`src/design/dgtu_pkg.sv`:
```
// Constants shared by the dual group timer unit
package dgtu_pkg;
	localparam int NUM_TMR = 5;
	localparam int AUX_LOW = 0;
	localparam int CORE = 1;
	localparam int AUX_HIGH = 2;
	localparam int G2_AUX = 3;
	localparam int G2_CORE = 4;
	// Prescaler base as log2 of cycles per count
	localparam logic [3:0] G1_BASE_LG = 4'h2;
	localparam logic [3:0] G2_BASE_LG = 4'h1;
	// Register byte offsets
	localparam logic [7:0] OFS_TMR_BASE = 8'h00;
	localparam logic [7:0] OFS_CAPTURE_RELOAD_REG = 8'h14;
	localparam logic [7:0] OFS_CTRL_BASE = 8'h18;
	localparam logic [7:0] OFS_FLAG = 8'h2C;
	localparam logic [7:0] OFS_STAT = 8'h30;
	// Control field positions
	localparam int F_PRESC = 0;
	localparam int F_MODE = 3;
	localparam int F_RUN = 5;
	localparam int F_DOWN = 6;
	localparam int F_EXTDIR = 7;
	localparam int F_EDGE = 8;
	localparam int F_ROLE = 10;
	localparam int F_OE = 10;
	localparam int F_CLR = 10;
	localparam int F_RELSEL = 11;
	localparam int F_LATCLK = 12;
	localparam int F_TRIG = 13;
	// Operating modes
	localparam logic [1:0] M_TIMER = 2'h0;
	localparam logic [1:0] M_GATED = 2'h1;
	localparam logic [1:0] M_COUNT = 2'h2;
	localparam logic [1:0] M_INCR = 2'h3;
	// Reset values, counter maximum and capture flag bit
	localparam logic [15:0] TMR_RST = 16'h0000;
	localparam logic [15:0] CTRL_RST = 16'h0000;
	localparam logic [5:0] FLAG_RST = 6'h00;
	localparam logic [15:0] PRESC_RST = 16'h0000;
	localparam logic [15:0] TMR_MAX = 16'hFFFF;
	localparam int FLAG_CAP = 5;
endpackage : dgtu_pkg

```
`src/design/dgtu_top.sv`:
```
// Dual group timer unit with classic Wishbone register slave
`timescale 1ns/1ps
`default_nettype none
module dgtu_top (
	input  wire logic        sys_clk_in,
	input  wire logic        reset_n_in,
	input  wire logic        wb_cyc_in,
	input  wire logic        wb_stb_in,
	input  wire logic        wb_we_in,
	input  wire logic [7:0]  wb_adr_in,
	input  wire logic [3:0]  wb_sel_in,
	input  wire logic [31:0] wb_dat_in,
	output logic      [31:0] wb_dat_out,
	output logic             wb_ack_out,
	input  wire logic [4:0]  timer_input_pin_in,
	input  wire logic [3:0]  direction_input_pin_in,
	input  wire logic        capture_input_pin_in,
	output logic             core_toggle_output_out,
	output logic             group_two_toggle_output_out,
	output logic             group_two_wrap_clock_out
);
	logic [15:0] tmr_reg [0:4];
	logic [15:0] ctrl_reg [0:4];
	logic [15:0] cap_reg;
	logic [5:0]  flag_reg;
	logic        core_latch_reg;
	logic        g2_latch_reg;
	logic [15:0] presc_reg;
	logic [9:0]  syn1_reg;
	logic [9:0]  syn2_reg;
	logic [9:0]  syn3_reg;
	logic        ack_reg;
	logic [31:0] rdat_reg;
	logic        core_out_reg;
	logic        g2_out_reg;
	logic        wrap_out_reg;
	logic [4:0]  cnt_en;
	logic [4:0]  up;
	logic [4:0]  wrap;
	logic [4:0]  tick;
	logic [4:0]  tin_lvl;
	logic [4:0]  tin_rise;
	logic [4:0]  tin_fall;
	logic [4:0]  dir_lvl;
	logic [4:0]  dir_rise;
	logic [4:0]  dir_fall;
	logic        cap_rise;
	logic        cap_fall;
	logic [1:0]  aux_cap;
	logic [1:0]  aux_rel;
	logic        g2_cap;
	logic        g2_rel;
	logic        req;
	logic        wr;
	logic [4:0]  wr_tmr;
	logic [4:0]  wr_ctrl;
	logic        wr_cap;
	logic        wr_flag;

	function automatic logic presc_tick(input logic [15:0] cnt, input logic [3:0] lg);
		logic [15:0] mask;
		mask = (16'h0001 << lg) - 16'h0001;
		return (cnt & mask) == 16'h0000;
	endfunction : presc_tick

	function automatic logic edge_hit(input logic [1:0] sel, input logic r, input logic f);
		return (sel[0] & r) | (sel[1] & f);
	endfunction : edge_hit

	function automatic logic [15:0] merge(input logic [15:0] old, input logic [31:0] d,
			input logic [3:0] sel);
		logic [15:0] v;
		v = old;
		if (sel[0]) begin
			v[7:0] = d[7:0];
		end
		if (sel[1]) begin
			v[15:8] = d[15:8];
		end
		return v;
	endfunction : merge

	// Pin synchronisers and edge history
	always_ff @(posedge sys_clk_in or negedge reset_n_in) begin
		if (!reset_n_in) begin
			syn1_reg <= 10'h000;
			syn2_reg <= 10'h000;
			syn3_reg <= 10'h000;
		end else begin
			syn1_reg <= {capture_input_pin_in, direction_input_pin_in, timer_input_pin_in};
			syn2_reg <= syn1_reg;
			syn3_reg <= syn2_reg;
		end
	end

	always_comb begin
		tin_lvl = syn2_reg[4:0];
		tin_rise = syn2_reg[4:0] & ~syn3_reg[4:0];
		tin_fall = ~syn2_reg[4:0] & syn3_reg[4:0];
		// Group two aux timer gets no direction pin
		dir_lvl = {syn2_reg[8], 1'b0, syn2_reg[7:5]};
		dir_rise = {syn2_reg[8] & ~syn3_reg[8], 1'b0, syn2_reg[7:5] & ~syn3_reg[7:5]};
		dir_fall = {~syn2_reg[8] & syn3_reg[8], 1'b0, ~syn2_reg[7:5] & syn3_reg[7:5]};
		cap_rise = syn2_reg[9] & ~syn3_reg[9];
		cap_fall = ~syn2_reg[9] & syn3_reg[9];
	end

	// Free running prescaler
	always_ff @(posedge sys_clk_in or negedge reset_n_in) begin
		if (!reset_n_in) begin
			presc_reg <= dgtu_pkg::PRESC_RST;
		end else begin
			presc_reg <= presc_reg + 16'h0001;
		end
	end

	// Count enables, direction and wrap detection
	always_comb begin
		logic [1:0] md;
		logic [3:0] lg;
		logic       ae;
		logic       be;
		logic       lat_evt;
		md = 2'h0;
		lg = 4'h0;
		ae = 1'b0;
		be = 1'b0;
		lat_evt = 1'b0;
		wrap = 5'h00;
		for (int i = 0; i < dgtu_pkg::NUM_TMR; i++) begin
			md = ctrl_reg[i][dgtu_pkg::F_MODE +: 2];
			lg = ((i < 3) ? dgtu_pkg::G1_BASE_LG : dgtu_pkg::G2_BASE_LG)
				+ {1'b0, ctrl_reg[i][dgtu_pkg::F_PRESC +: 3]};
			tick[i] = presc_tick(presc_reg, lg);
			up[i] = ctrl_reg[i][dgtu_pkg::F_EXTDIR] ? ~dir_lvl[i]
				: ~ctrl_reg[i][dgtu_pkg::F_DOWN];
			ae = tin_rise[i] | tin_fall[i];
			be = dir_rise[i] | dir_fall[i];
			case (md)
				dgtu_pkg::M_TIMER: cnt_en[i] = tick[i];
				dgtu_pkg::M_GATED: cnt_en[i] = tick[i]
					& (tin_lvl[i] == ctrl_reg[i][dgtu_pkg::F_EDGE]);
				dgtu_pkg::M_COUNT: cnt_en[i] = edge_hit(ctrl_reg[i][dgtu_pkg::F_EDGE +: 2],
					tin_rise[i], tin_fall[i]);
				default: begin
					// Quadrature decode, group two treats this as counter
					if (i < 3) begin
						cnt_en[i] = ae ^ be;
						up[i] = ae ? (tin_lvl[i] != dir_lvl[i])
							: (tin_lvl[i] == dir_lvl[i]);
					end else begin
						cnt_en[i] = edge_hit(ctrl_reg[i][dgtu_pkg::F_EDGE +: 2],
							tin_rise[i], tin_fall[i]);
					end
				end
			endcase
			cnt_en[i] = cnt_en[i] & ctrl_reg[i][dgtu_pkg::F_RUN];
		end
		for (int i = 0; i < dgtu_pkg::NUM_TMR; i++) begin
			if (i == dgtu_pkg::CORE || i == dgtu_pkg::G2_CORE) begin
				wrap[i] = cnt_en[i] & (up[i] ? (tmr_reg[i] == dgtu_pkg::TMR_MAX)
					: (tmr_reg[i] == 16'h0000));
			end
		end
		for (int i = 0; i < dgtu_pkg::NUM_TMR; i++) begin
			if (i != dgtu_pkg::CORE && i != dgtu_pkg::G2_CORE) begin
				lat_evt = (i == dgtu_pkg::G2_AUX) ? wrap[dgtu_pkg::G2_CORE]
					: wrap[dgtu_pkg::CORE];
				// Chained counting from the partner toggle latch
				if (ctrl_reg[i][dgtu_pkg::F_LATCLK]
					&& ctrl_reg[i][dgtu_pkg::F_MODE +: 2] == dgtu_pkg::M_COUNT) begin
					cnt_en[i] = ctrl_reg[i][dgtu_pkg::F_RUN] & lat_evt;
				end
				if (i != dgtu_pkg::G2_AUX && ctrl_reg[i][dgtu_pkg::F_ROLE]) begin
					cnt_en[i] = 1'b0;
				end
				wrap[i] = cnt_en[i] & (up[i] ? (tmr_reg[i] == dgtu_pkg::TMR_MAX)
					: (tmr_reg[i] == 16'h0000));
			end
		end
	end

	// Auxiliary capture and reload triggers
	always_comb begin
		logic [15:0] c;
		logic        lt;
		c = 16'h0000;
		lt = 1'b0;
		for (int k = 0; k < 2; k++) begin
			c = ctrl_reg[2 * k];
			case (c[dgtu_pkg::F_TRIG +: 2])
				2'h0: lt = edge_hit(c[dgtu_pkg::F_EDGE +: 2], tin_rise[2 * k], tin_fall[2 * k]);
				2'h1: lt = wrap[dgtu_pkg::CORE] & ~core_latch_reg;
				2'h2: lt = wrap[dgtu_pkg::CORE] & core_latch_reg;
				default: lt = wrap[dgtu_pkg::CORE];
			endcase
			aux_cap[k] = c[dgtu_pkg::F_ROLE] & ~c[dgtu_pkg::F_RELSEL]
				& edge_hit(c[dgtu_pkg::F_EDGE +: 2], tin_rise[2 * k], tin_fall[2 * k]);
			aux_rel[k] = c[dgtu_pkg::F_ROLE] & c[dgtu_pkg::F_RELSEL] & lt;
		end
	end

	// Group two capture source and reload on wrap
	always_comb begin
		logic [1:0] es;
		logic       cp;
		logic       ci;
		logic       cd;
		es = ctrl_reg[dgtu_pkg::G2_AUX][dgtu_pkg::F_EDGE +: 2];
		cp = edge_hit(es, cap_rise, cap_fall);
		ci = edge_hit(es, tin_rise[dgtu_pkg::CORE], tin_fall[dgtu_pkg::CORE]);
		cd = edge_hit(es, dir_rise[dgtu_pkg::CORE], dir_fall[dgtu_pkg::CORE]);
		case (ctrl_reg[dgtu_pkg::G2_AUX][dgtu_pkg::F_TRIG +: 2])
			2'h0: g2_cap = cp;
			2'h1: g2_cap = ci;
			2'h2: g2_cap = cd;
			default: g2_cap = ci | cd;
		endcase
		g2_rel = wrap[dgtu_pkg::G2_CORE]
			& ctrl_reg[dgtu_pkg::G2_CORE][dgtu_pkg::F_RELSEL];
	end

	// Bus decode
	always_comb begin
		req = wb_cyc_in & wb_stb_in & ~ack_reg;
		wr = req & wb_we_in;
		for (int i = 0; i < dgtu_pkg::NUM_TMR; i++) begin
			wr_tmr[i] = wr & (wb_adr_in == dgtu_pkg::OFS_TMR_BASE + 8'(4 * i));
			wr_ctrl[i] = wr & (wb_adr_in == dgtu_pkg::OFS_CTRL_BASE + 8'(4 * i));
		end
		wr_cap = wr & (wb_adr_in == dgtu_pkg::OFS_CAPTURE_RELOAD_REG);
		wr_flag = wr & (wb_adr_in == dgtu_pkg::OFS_FLAG);
	end

	// Timer counters with capture, reload and bus writes
	always_ff @(posedge sys_clk_in or negedge reset_n_in) begin
		if (!reset_n_in) begin
			for (int i = 0; i < dgtu_pkg::NUM_TMR; i++) begin
				tmr_reg[i] <= dgtu_pkg::TMR_RST;
			end
		end else begin
			for (int i = 0; i < dgtu_pkg::NUM_TMR; i++) begin
				if (cnt_en[i]) begin
					tmr_reg[i] <= up[i] ? tmr_reg[i] + 16'h0001 : tmr_reg[i] - 16'h0001;
				end
			end
			for (int k = 0; k < 2; k++) begin
				if (aux_cap[k]) begin
					tmr_reg[2 * k] <= tmr_reg[dgtu_pkg::CORE];
				end
			end
			if (aux_rel[0]) begin
				tmr_reg[dgtu_pkg::CORE] <= tmr_reg[dgtu_pkg::AUX_LOW];
			end else if (aux_rel[1]) begin
				tmr_reg[dgtu_pkg::CORE] <= tmr_reg[dgtu_pkg::AUX_HIGH];
			end
			if (g2_rel) begin
				tmr_reg[dgtu_pkg::G2_CORE] <= cap_reg;
			end
			if (g2_cap && ctrl_reg[dgtu_pkg::G2_AUX][dgtu_pkg::F_CLR]) begin
				tmr_reg[dgtu_pkg::G2_AUX] <= 16'h0000;
			end
			for (int i = 0; i < dgtu_pkg::NUM_TMR; i++) begin
				if (wr_tmr[i]) begin
					tmr_reg[i] <= merge(tmr_reg[i], wb_dat_in, wb_sel_in);
				end
			end
		end
	end

	// Control registers
	always_ff @(posedge sys_clk_in or negedge reset_n_in) begin
		if (!reset_n_in) begin
			for (int i = 0; i < dgtu_pkg::NUM_TMR; i++) begin
				ctrl_reg[i] <= dgtu_pkg::CTRL_RST;
			end
		end else begin
			for (int i = 0; i < dgtu_pkg::NUM_TMR; i++) begin
				if (wr_ctrl[i]) begin
					ctrl_reg[i] <= merge(ctrl_reg[i], wb_dat_in, wb_sel_in);
				end
			end
		end
	end

	// Capture/reload register
	always_ff @(posedge sys_clk_in or negedge reset_n_in) begin
		if (!reset_n_in) begin
			cap_reg <= dgtu_pkg::TMR_RST;
		end else if (wr_cap) begin
			cap_reg <= merge(cap_reg, wb_dat_in, wb_sel_in);
		end else if (g2_cap) begin
			cap_reg <= tmr_reg[dgtu_pkg::G2_AUX];
		end
	end

	// Toggle latches and their pins
	always_ff @(posedge sys_clk_in or negedge reset_n_in) begin
		if (!reset_n_in) begin
			core_latch_reg <= 1'b0;
			g2_latch_reg <= 1'b0;
			core_out_reg <= 1'b0;
			g2_out_reg <= 1'b0;
			wrap_out_reg <= 1'b0;
		end else begin
			core_latch_reg <= core_latch_reg ^ wrap[dgtu_pkg::CORE];
			g2_latch_reg <= g2_latch_reg ^ wrap[dgtu_pkg::G2_CORE];
			core_out_reg <= core_latch_reg & ctrl_reg[dgtu_pkg::CORE][dgtu_pkg::F_OE];
			g2_out_reg <= g2_latch_reg & ctrl_reg[dgtu_pkg::G2_CORE][dgtu_pkg::F_OE];
			wrap_out_reg <= wrap[dgtu_pkg::G2_CORE];
		end
	end

	// Sticky event flags, set wins over clear
	always_ff @(posedge sys_clk_in or negedge reset_n_in) begin
		if (!reset_n_in) begin
			flag_reg <= dgtu_pkg::FLAG_RST;
		end else begin
			flag_reg <= (flag_reg & ~(wr_flag ? wb_dat_in[5:0] : 6'h00))
				| {g2_cap, wrap};
		end
	end

	// Wishbone answer one cycle after request
	always_ff @(posedge sys_clk_in or negedge reset_n_in) begin
		if (!reset_n_in) begin
			ack_reg <= 1'b0;
			rdat_reg <= 32'h0000_0000;
		end else begin
			ack_reg <= req;
			if (req) begin
				rdat_reg <= 32'h0000_0000;
				for (int i = 0; i < dgtu_pkg::NUM_TMR; i++) begin
					if (wb_adr_in == dgtu_pkg::OFS_TMR_BASE + 8'(4 * i)) begin
						rdat_reg <= {16'h0000, tmr_reg[i]};
					end
					if (wb_adr_in == dgtu_pkg::OFS_CTRL_BASE + 8'(4 * i)) begin
						rdat_reg <= {16'h0000, ctrl_reg[i]};
					end
				end
				if (wb_adr_in == dgtu_pkg::OFS_CAPTURE_RELOAD_REG) begin
					rdat_reg <= {16'h0000, cap_reg};
				end
				if (wb_adr_in == dgtu_pkg::OFS_FLAG) begin
					rdat_reg <= {26'h0000000, flag_reg};
				end
				if (wb_adr_in == dgtu_pkg::OFS_STAT) begin
					rdat_reg <= {30'h00000000, g2_latch_reg, core_latch_reg};
				end
			end
		end
	end

	assign wb_ack_out = ack_reg;
	assign wb_dat_out = rdat_reg;
	assign core_toggle_output_out = core_out_reg;
	assign group_two_toggle_output_out = g2_out_reg;
	assign group_two_wrap_clock_out = wrap_out_reg;

	property p_latch_toggle;
		@(posedge sys_clk_in) disable iff (!reset_n_in)
		wrap[1] |=> core_latch_reg != $past(core_latch_reg);
	endproperty
	a_latch_toggle: assert property (p_latch_toggle) else $error("core latch missed wrap");

	property p_aux_stop;
		@(posedge sys_clk_in) disable iff (!reset_n_in)
		(ctrl_reg[0][10] && !aux_cap[0] && !wr_tmr[0]) |=> $stable(tmr_reg[0]);
	endproperty
	a_aux_stop: assert property (p_aux_stop) else $error("aux timer counted in role");

	property p_capture;
		@(posedge sys_clk_in) disable iff (!reset_n_in)
		(aux_cap[0] && !wr_tmr[0]) |=> tmr_reg[0] == $past(tmr_reg[1]);
	endproperty
	a_capture: assert property (p_capture) else $error("capture value wrong");

	property p_reload;
		@(posedge sys_clk_in) disable iff (!reset_n_in)
		(aux_rel[0] && !wr_tmr[1]) |=> tmr_reg[1] == $past(tmr_reg[0]);
	endproperty
	a_reload: assert property (p_reload) else $error("reload value wrong");

	property p_overflow;
		@(posedge sys_clk_in) disable iff (!reset_n_in)
		(cnt_en[1] && up[1] && tmr_reg[1] == 16'hFFFF && aux_rel == 2'h0 && !wr_tmr[1])
			|=> tmr_reg[1] == 16'h0000 && flag_reg[1];
	endproperty
	a_overflow: assert property (p_overflow) else $error("overflow not to zero");

	property p_g1_res;
		@(posedge sys_clk_in) disable iff (!reset_n_in)
		(tick[1] && ctrl_reg[1][4:3] == 2'h0) |=> !tick[1] [*3];
	endproperty
	a_g1_res: assert property (p_g1_res) else $error("group one tick too fast");

	property p_g2_res;
		@(posedge sys_clk_in) disable iff (!reset_n_in)
		tick[4] |=> !tick[4];
	endproperty
	a_g2_res: assert property (p_g2_res) else $error("group two tick too fast");

	property p_wrap_out;
		@(posedge sys_clk_in) disable iff (!reset_n_in)
		wrap[4] |=> group_two_wrap_clock_out && g2_latch_reg != $past(g2_latch_reg);
	endproperty
	a_wrap_out: assert property (p_wrap_out) else $error("group two wrap lost");

	property p_g2_cap;
		@(posedge sys_clk_in) disable iff (!reset_n_in)
		(g2_cap && !wr_cap) |=> cap_reg == $past(tmr_reg[3]) && flag_reg[5];
	endproperty
	a_g2_cap: assert property (p_g2_cap) else $error("capture register wrong");

	property p_ack;
		@(posedge sys_clk_in) disable iff (!reset_n_in)
		req |=> wb_ack_out ##1 !wb_ack_out;
	endproperty
	a_ack: assert property (p_ack) else $error("bus answer wrong");

	c_pwm: cover property (@(posedge sys_clk_in) disable iff (!reset_n_in)
		aux_rel[0] ##[1:1000] aux_rel[1]);
	c_quad: cover property (@(posedge sys_clk_in) disable iff (!reset_n_in)
		cnt_en[1] && ctrl_reg[1][4:3] == 2'h3);
	c_g2cap: cover property (@(posedge sys_clk_in) disable iff (!reset_n_in) g2_cap);
endmodule : dgtu_top
`default_nettype wire

```
`config.mk`:
```
export PLATFORM = sky130hd
export DESIGN_NAME = dgtu_top
export DESIGN_NICKNAME = d
export VERILOG_FILES = /design/src/design/dgtu_pkg.sv /design/src/design/dgtu_top.sv
export SDC_FILE = /design/constraint.sdc
export NUM_CORES = 1
export LEC_CHECK = 0
export ABC_AREA = 0
export BUFFER_PORTS_ARGS = -buffer_cell sky130_fd_sc_hd__buf_4
export CAP_MARGIN = 20
export CORE_ASPECT_RATIO = 1.75
export CORE_UTILIZATION = 40
export DETAILED_ROUTE_END_ITERATION = 8
export GPL_TIMING_DRIVEN = 1
export PLACE_DENSITY = 0.53
export RECOVER_POWER = 25
export SLEW_MARGIN = 20
export SYNTH_ARGS = -nofsm -noshare
export SYNTH_HDL_FRONTEND = slang
export SYNTH_SLANG_ARGS = --single-unit
```
`constraint.sdc`:
```
create_clock -name sys_clk_in -period 6.15 [get_ports sys_clk_in]
set_input_delay 1.23 -clock sys_clk_in [delete_from_list [all_inputs] [get_ports sys_clk_in]]
set_output_delay 1.23 -clock sys_clk_in [all_outputs]
set_load 0.02 [all_outputs]
```
==> impl_metrics.ini, run 1 <==
[grt]
grt_pass1_vias = 17170
top_usage_layer = met2
use_met1_pct = 34.71
grt_max_degree = 116
grt-ovfl-total = 0
antenna_found_initial = 0
track_usage_pct = 31.40
use_met2_pct = 53.46
grt_pass1_wl_mm = 110.1
met3_usage_pct = 3.933

[placed_design]
pre_cts_slack_ns = 0.6342
dpl_cell_area_mm2 = 0.01955
hpwlAfterDp_mm = 53.96
io_buffers = 60
place_congestion = 0.9956

[clock_network]
clkSlewWorstSetupHoldPaths_ns = 0.07
htreeDepth = 1
cts_setup_buffers = 0
clock_latency_ns = 0.58
cts_hold_buf = 0
cts_tree = yes
cts_root_buf = clkbuf_16
clock_sinks = 249
post_cts_resized = 0
cts_max_path_buffers = 3
numCtsBuffers = 28

[routing]
vias_per_cell = 6.401
drt-total-wl_mm = 73.74
avgRoutedWirePerCell_um = 27.03
drtIter0Drc = 1284
drc = 18
drt_pass1_iterations = 9
ant_nets = 0
via_count = 17460

[critical_path]
crit_path_max_incr_delay_ns = 0.59
crit_chain = inv_1, ha_1, or4_1, ha_1, o211ai_1, a2111oi_0, o2111ai_1, nor2_1, buf_4, o22ai_1, inv_1, ha_1, mux2_2, o211ai_1, a311o_1, o21bai_4, a31o_1, or4_1, nand4_1
critPathTopFamily = compound AO/OA/AOI/OAI gates
worstPathArrival_ns = 6.09
cp.required_ns = 6.66
path_max_fanout = 24
start_kind = register
crit_path_frequent_cell = ha_1
crit_path_end_kind = register
setup.worst_path.class = register to register
critPathBufInv = 3
critPathSlowestCell = or4_1

[floorplan]
num_io_pins = 95
die_w_um = 165.3
core_area_mm2 = 0.04606
initial_core_util_pct = 40.50
num_rows = 104
die_area_mm2 = 0.04754
chipHeight_um = 287.7

[finish]
antennaDiodeCount = 0
syn2layout_area_growth_pct = 9.839
drive_above_1_share_pct = 12.59
fin_area_mm2 = 0.02049
fillers = 4638
layout.nets = 2293

[yosys]
synth_cells = 2112
synth_ff_type = dfrtp_1
ys_warn_count = 0
syn_area_mm2 = 0.01866
ys_ff_latch = 249
synth_edf_count = 0
async_reset_ff_share_pct = 100.0
ys_types = 113
syn_avg_cell_area_um2 = 8.834
seq_area_frac_synth_pct = 33.40

[power_and_ir_drop]
p_per_area_mw_per_mm2 = 203.8
leakagePower_uw = 0.009111
p_int_uw = 2959
power_frac_seq_pct = 43.2
power.switching_uw = 1218
clkPwrFrac_pct = 42.6
combPwrFrac_pct = 14.3
swShare_pct = 29.16
irDropWorstVdd_mv = 0.1971

[sta]
worstMarginPinSlew_ns = 4.455
fin_skew_ns = 0.01274
setup_viol = 0
fmax_mhz = 179.2
fin_ws_ns = 0.5704
hold-worst-slack_ns = 0.3473
min_period_ns = 5.580
setup_tns_ns = 0
hold_viol = 0
drv_slew = 77
maxSlewHeadroom_pct = -197.0
rsz0062_at_grt = false
timing.final.crit_share_pct = 90.73

[worst_hold_path]
hold_class = register to register

[job]
maxCapViolCount = 1

[status]
status = complete, but fails checks
violations = DRC, capacitance limit, slew limit
layout by cell type, fill, tap and decap left out, drive strengths merged, types with 12 or more instances in the layout:
| cell type | n |
|---|---|
| o22ai | 21 |
| o211ai | 28 |
| clkbuf | 50 |
| and2 | 15 |
| xor2 | 49 |
| o31ai | 14 |
| nor3 | 51 |
| nor2 | 153 |
| a222oi | 21 |
| a22oi | 23 |
| or3 | 12 |
| nand3b | 14 |
| a221oi | 22 |
| a22o | 23 |
| a21o | 20 |
| and3 | 24 |
| mux2 | 94 |
| nor2b | 27 |
| a211oi | 33 |
| conb | 16 |
| dfrtp | 249 |
| nand2b | 19 |
| nand3 | 54 |
| xnor2 | 41 |
| buf | 84 |
| o21ai | 140 |
| ha | 105 |
| nand4 | 43 |
| nand2 | 207 |
| a21oi | 135 |
| inv | 78 |
| o21a | 19 |
| nor4 | 30 |
| mux2i | 35 |
| a31oi | 14 |
layer usage:
metal	vias to the layer above	routed length, um
met1	8500	26730
met2	789	35760
li1	7885	-
met3	288	4430
met5	-	0
met4	0	6824
path summary, 6_finish.rpt:
| path | cells after the start | slack [ns] | startpoint | to |
|---|---|---|---|---|
| setup / recovery | 19 | 0.57 | ctrl_reg[50]$_DFFE_PN0P_ | tmr_reg[63]$_DFFE_PN0P_ |
| hold / removal | 0 | 0.35 | syn1_reg[7]$_DFF_PN0_ | syn2_reg[7]$_DFF_PN0_ |
| setup reg to reg | 19 | 0.57 | ctrl_reg[50]$_DFFE_PN0P_ | tmr_reg[63]$_DFFE_PN0P_ |
| hold reg to reg | 0 | 0.35 | syn1_reg[7]$_DFF_PN0_ | syn2_reg[7]$_DFF_PN0_ |
| max in group asynchronous | 2 | 1.39 | reset_n_in | ctrl_reg[39]$_DFFE_PN0P_ |
| min in group asynchronous | 1 | 2.22 | reset_n_in | syn1_reg[0]$_DFF_PN0_ |
area by class of cell:
cell class              instances  area (um2)  share of cell area, %
clock buffers                  38       789.5                  3.853
repair buffers                 96       725.7                  3.541
multi-input cells            1671       11570                  56.47
inverters                      78       292.8                  1.429
flip-flops and latches        249        6231                  30.41
clock inverters                13       151.4                 0.7388
well taps                     583       729.5                  3.560
cells in the mapped netlist, types with 42 or more instances:
cell type | count | share of area, %
inv_1 | 77 | 1.5
nor2_1 | 150 | 3.0
a21oi_1 | 132 | 3.5
nand3_1 | 54 | 1.4
clkbuf_1 | 88 | 1.8
o21ai_0 | 132 | 3.5
ha_1 | 105 | 7.0
xor2_1 | 49 | 2.3
nor3_1 | 51 | 1.4
dfrtp_1 | 249 | 33
mux2_2 | 80 | 4.8
nand2_1 | 207 | 4.2
nand4_1 | 42 | 1.4
cell families after synthesis:
| kind of cell | after synthesis | share of synthesized area [%] |
|---|---|---|
| other cells | 1 | 0.02010 |
| flops | 249 | 33.40 |
| simple gates | 703 | 18.93 |
| buf+inv | 207 | 4.963 |
| mux | 129 | 7.712 |
| fa+ha+maj | 112 | 7.686 |
| compound gates | 621 | 23.06 |
| xor+xnor | 90 | 4.225 |
power by group through the flow:
| stage | logic [uW] | registers, uW | clock network, uW |
|---|---|---|---|
| after floorplan | 399 | 1780 | 0 |
| after global placement | 579 | 1830 | 0 |
| after detailed placement | 588 | 1830 | 0 |
| after CTS | 592 | 1800 | 1810 |
| after global routing | 657 | 1810 | 1870 |
| final | 596 | 1800 | 1780 |
stage by stage:
stage | power [uW] | cells | util [%]
6_report | 4176 | 2728 | 44.49
5_1_grt | 4327 | 2728 | 44.49
4_1_cts | 4205 | 2727 | 44.48
3_5_place_dp | 2417 | 2676 | 42.44
3_3_place_gp | 2407 | 2676 | 42.44
2_1_floorplan | 2179 | 2127 | -
worst reg2reg max path: cells and delay by family (launching register included):
family | cells | cell delay (ns)
buffers and inverters | 3 | 0.40
adder cells (fa/ha/maj) | 3 | 0.89
flip-flops | 1 | 0.43
AO/OA/AOI/OAI | 8 | 2.18
multiplexers | 1 | 0.15
AND/OR/NAND/NOR | 4 | 1.45
Power figures use the tool's default switching activity.
==> run 2, diff against run 1 <==
--- a/config.mk
+++ b/config.mk
@@ -9,11 +9,13 @@
 export BUFFER_PORTS_ARGS = -buffer_cell sky130_fd_sc_hd__buf_4
 export CAP_MARGIN = 20
 export CORE_ASPECT_RATIO = 1.75
+export CORE_MARGIN = 2
 export CORE_UTILIZATION = 40
 export DETAILED_ROUTE_END_ITERATION = 8
 export GPL_TIMING_DRIVEN = 1
 export PLACE_DENSITY = 0.53
 export RECOVER_POWER = 25
+export REMOVE_ABC_BUFFERS = 1
 export SLEW_MARGIN = 20
 export SYNTH_ARGS = -nofsm -noshare
 export SYNTH_HDL_FRONTEND = slang
==> run 2 against run 1 <==
Effect of this change:
- the flow still finishes with violations (DRC, capacitance limit, slew limit)
- sequential cell count is the same
- combinational power grew 0.8%
- critical path depth is the same
- sequential power is essentially flat
- die area grew 1.9%
- routed wire length shrank 0.47%
- setup slack gained 0.19 ns
- clock-buffer cell count shrank 6
- critical path type unchanged
==> impl_metrics.ini, run 2 (synthesis gave the netlist of run 1 again) <==
[status]
violations = DRC, capacitance limit, slew limit
status = complete, but fails checks

[finish]
mostFrequentLayoutCells = dfrtp_1, nand2_1, nor2_1
syn2layout_area_growth_pct = 10.22
stdcell_count = 2726
fillers = 4584
drive_above_1_share_pct = 12.65
multi_input_area_mm2 = 0.01156
antennaDiodeCount = 0
seq_area_mm2 = 0.006231
layout.nets = 2293
final_common_cell = dfrtp_1

[critical_path]
reg2reg_slack_ns = 0.76
startpoint = ctrl_reg[50]$_DFFE_PN0P_
worstPathArrival_ns = 5.87
path_max_fanout = 10
crit_path_end_kind = register
setup.worst_path.class = register to register
critPathSlowestCell = or4_1
start_kind = register
cp.required_ns = 6.63
crit_chain = inv_1, ha_1, or4_1, ha_1, nor3b_1, o41ai_1, a221oi_1, nor2b_2, nor2_1, o22ai_1, inv_1, ha_1, mux2_2, o211ai_1, a311o_1, o21ba_1, or4_1, or4_1, nand4_1
r2r_end = tmr_reg[63]$_DFFE_PN0P_
timing.rr.start = ctrl_reg[50]$_DFFE_PN0P_
crit_path_max_incr_delay_ns = 0.55
reg2regPathDepth = 19

[power_and_ir_drop]
swShare_pct = 28.43
p_per_area_mw_per_mm2 = 209.5
p_total_uw = 4309
power_frac_seq_pct = 41.8
p_int_uw = 3084
combPwrFrac_pct = 14.0
clkPwrFrac_pct = 44.2
leakagePower_uw = 0.009151
irDropWorstVdd_mv = 0.2118
power.switching_uw = 1225

[floorplan]
num_io_pins = 95
chipHeight_um = 289.7
core_area_mm2 = 0.04606
num_rows = 104
die_w_um = 167.3
initial_core_util_pct = 40.50
die_area_mm2 = 0.04845

[worst_hold_path]
hold_class = register to register
hold_path_depth = 0
min-delay-start = syn1_reg[7]$_DFF_PN0_
whs_endpoint = syn2_reg[7]$_DFF_PN0_

[sta]
drv_slew = 80
setup_viol = 0
setup_tns_ns = 0
fmax_mhz = 185.4
rsz0062_at_grt = false
worstMarginPinSlew_ns = 4.470
hold_viol = 0
min_period_ns = 5.392
fin_skew_ns = 0.02397
timing.final.crit_share_pct = 87.68
maxSlewHeadroom_pct = -198.0

[clock_network]
cts_tree = yes
clkSlewWorstSetupHoldPaths_ns = 0.07
cts_setup_buffers = 0
numCtsBuffers = 27
post_cts_resized = 0
cts_hold_buf = 0
clock_sinks = 249
clock_latency_ns = 0.57
htreeDepth = 1
cts_root_buf = clkbuf_16
cts_max_path_buffers = 3

[job]
maxCapViolCount = 1

[grt]
grt-ovfl-total = 0
top_usage_layer = met2
track_usage_pct = 30.11
met3_usage_pct = 3.800
use_met2_pct = 52.87
use_met1_pct = 33.81
grt_pass1_vias = 17050
grt_max_degree = 171
antenna_found_initial = 2
grt_pass1_wl_mm = 109.7

[routing]
drc = 8
via_count = 17460
drt_pass1_iterations = 9
ant_nets = 0
drt-total-wl_mm = 73.40
drtIter0Drc = 1472
avgRoutedWirePerCell_um = 26.92
vias_per_cell = 6.405

[placed_design]
place_congestion = 0.9740
hpwlAfterDp_mm = 53.43
dpl.cell_count = 2678
io_buffers = 60
-- run 2: cell types whose count changed in the layout (fill, tap and decap cells not counted), sizes merged --
cell / previous run / this run
bufinv: 3 / 7
buf: 84 / 85
clkinvlp: 3 / 2
clkinv: 7 / 6
inv: 78 / 79
clkbuf: 50 / 44
-- run 2: per-layer routing --
| layer | share of wire (%) | vias to the layer above |
|---|---|---|
| met5 | 0 | - |
| met4 | 8.5 | 0 |
| met1 | 37 | 8554 |
| met2 | 49 | 750 |
| met3 | 5.9 | 264 |
| li1 | - | 7893 |
-- run 2: critical path: cells and delay by family (launching register included) --
kind                       cells  cell delay [ns]
muxes                          1             0.27
and+or+nand+nor                7             2.15
buffers and inverters          2             0.21
adders and majority gates      3             0.88
DFF                            1             0.47
AOI/OAI and AO/OA              6             1.32
-- run 2: area by class of cell --
cell class                      instances  area share [%]
Clock buffer                           32           3.572
Clock inverter                         16           1.357
Inverter                               78           1.424
Multi-Input combinational cell       1671           56.23
Sequential cell                       249           30.30
Tap cell                              583           3.547
Timing Repair Buffer                   97           3.566
-- run 2: worst max path at each step --
| stage | end | slack (ns) | depth (start not counted) |
|---|---|---|---|
| 2_1_floorplan | tmr_reg[63]$_DFFE_PN0P_ | 0.97 | 19 |
| 3_3_place_gp | tmr_reg[63]$_DFFE_PN0P_ | 0.95 | 19 |
| 3_5_place_dp | tmr_reg[63]$_DFFE_PN0P_ | 0.90 | 19 |
| 4_1_cts | tmr_reg[63]$_DFFE_PN0P_ | 0.82 | 19 |
| 5_1_grt | tmr_reg[43]$_DFFE_PN0P_ | 0.45 | 1 |
| 6_report | tmr_reg[63]$_DFFE_PN0P_ | 0.76 | 19 |
-- run 2: stage by stage --
| step | instance area, um2 | setup WS (ns) | util, % | hold slack [ns] |
|---|---|---|---|---|
| after CTS | 20580 | 0.8202 | 44.67 | 0.3498 |
| after global placement | 19570 | 0.9523 | 42.47 | 0.3340 |
| after floorplan | 18080 | 0.9748 | - | 0.3312 |
| final | 20560 | 0.7576 | 44.64 | 0.3478 |
| after global routing | 20560 | 0.4487 | 44.64 | 0.3670 |
| after detailed placement | 19570 | 0.9001 | 42.47 | 0.3347 |
-- run 2: power by group through the flow --
stage | Sequential [uW] | Combinational, uW | Clock (uW)
finish | 1800 | 601 | 1900
global route | 1800 | 669 | 1990
CTS | 1800 | 603 | 1940
detailed placement | 1830 | 599 | 0
global placement | 1830 | 590 | 0
floorplan | 1780 | 372 | 0
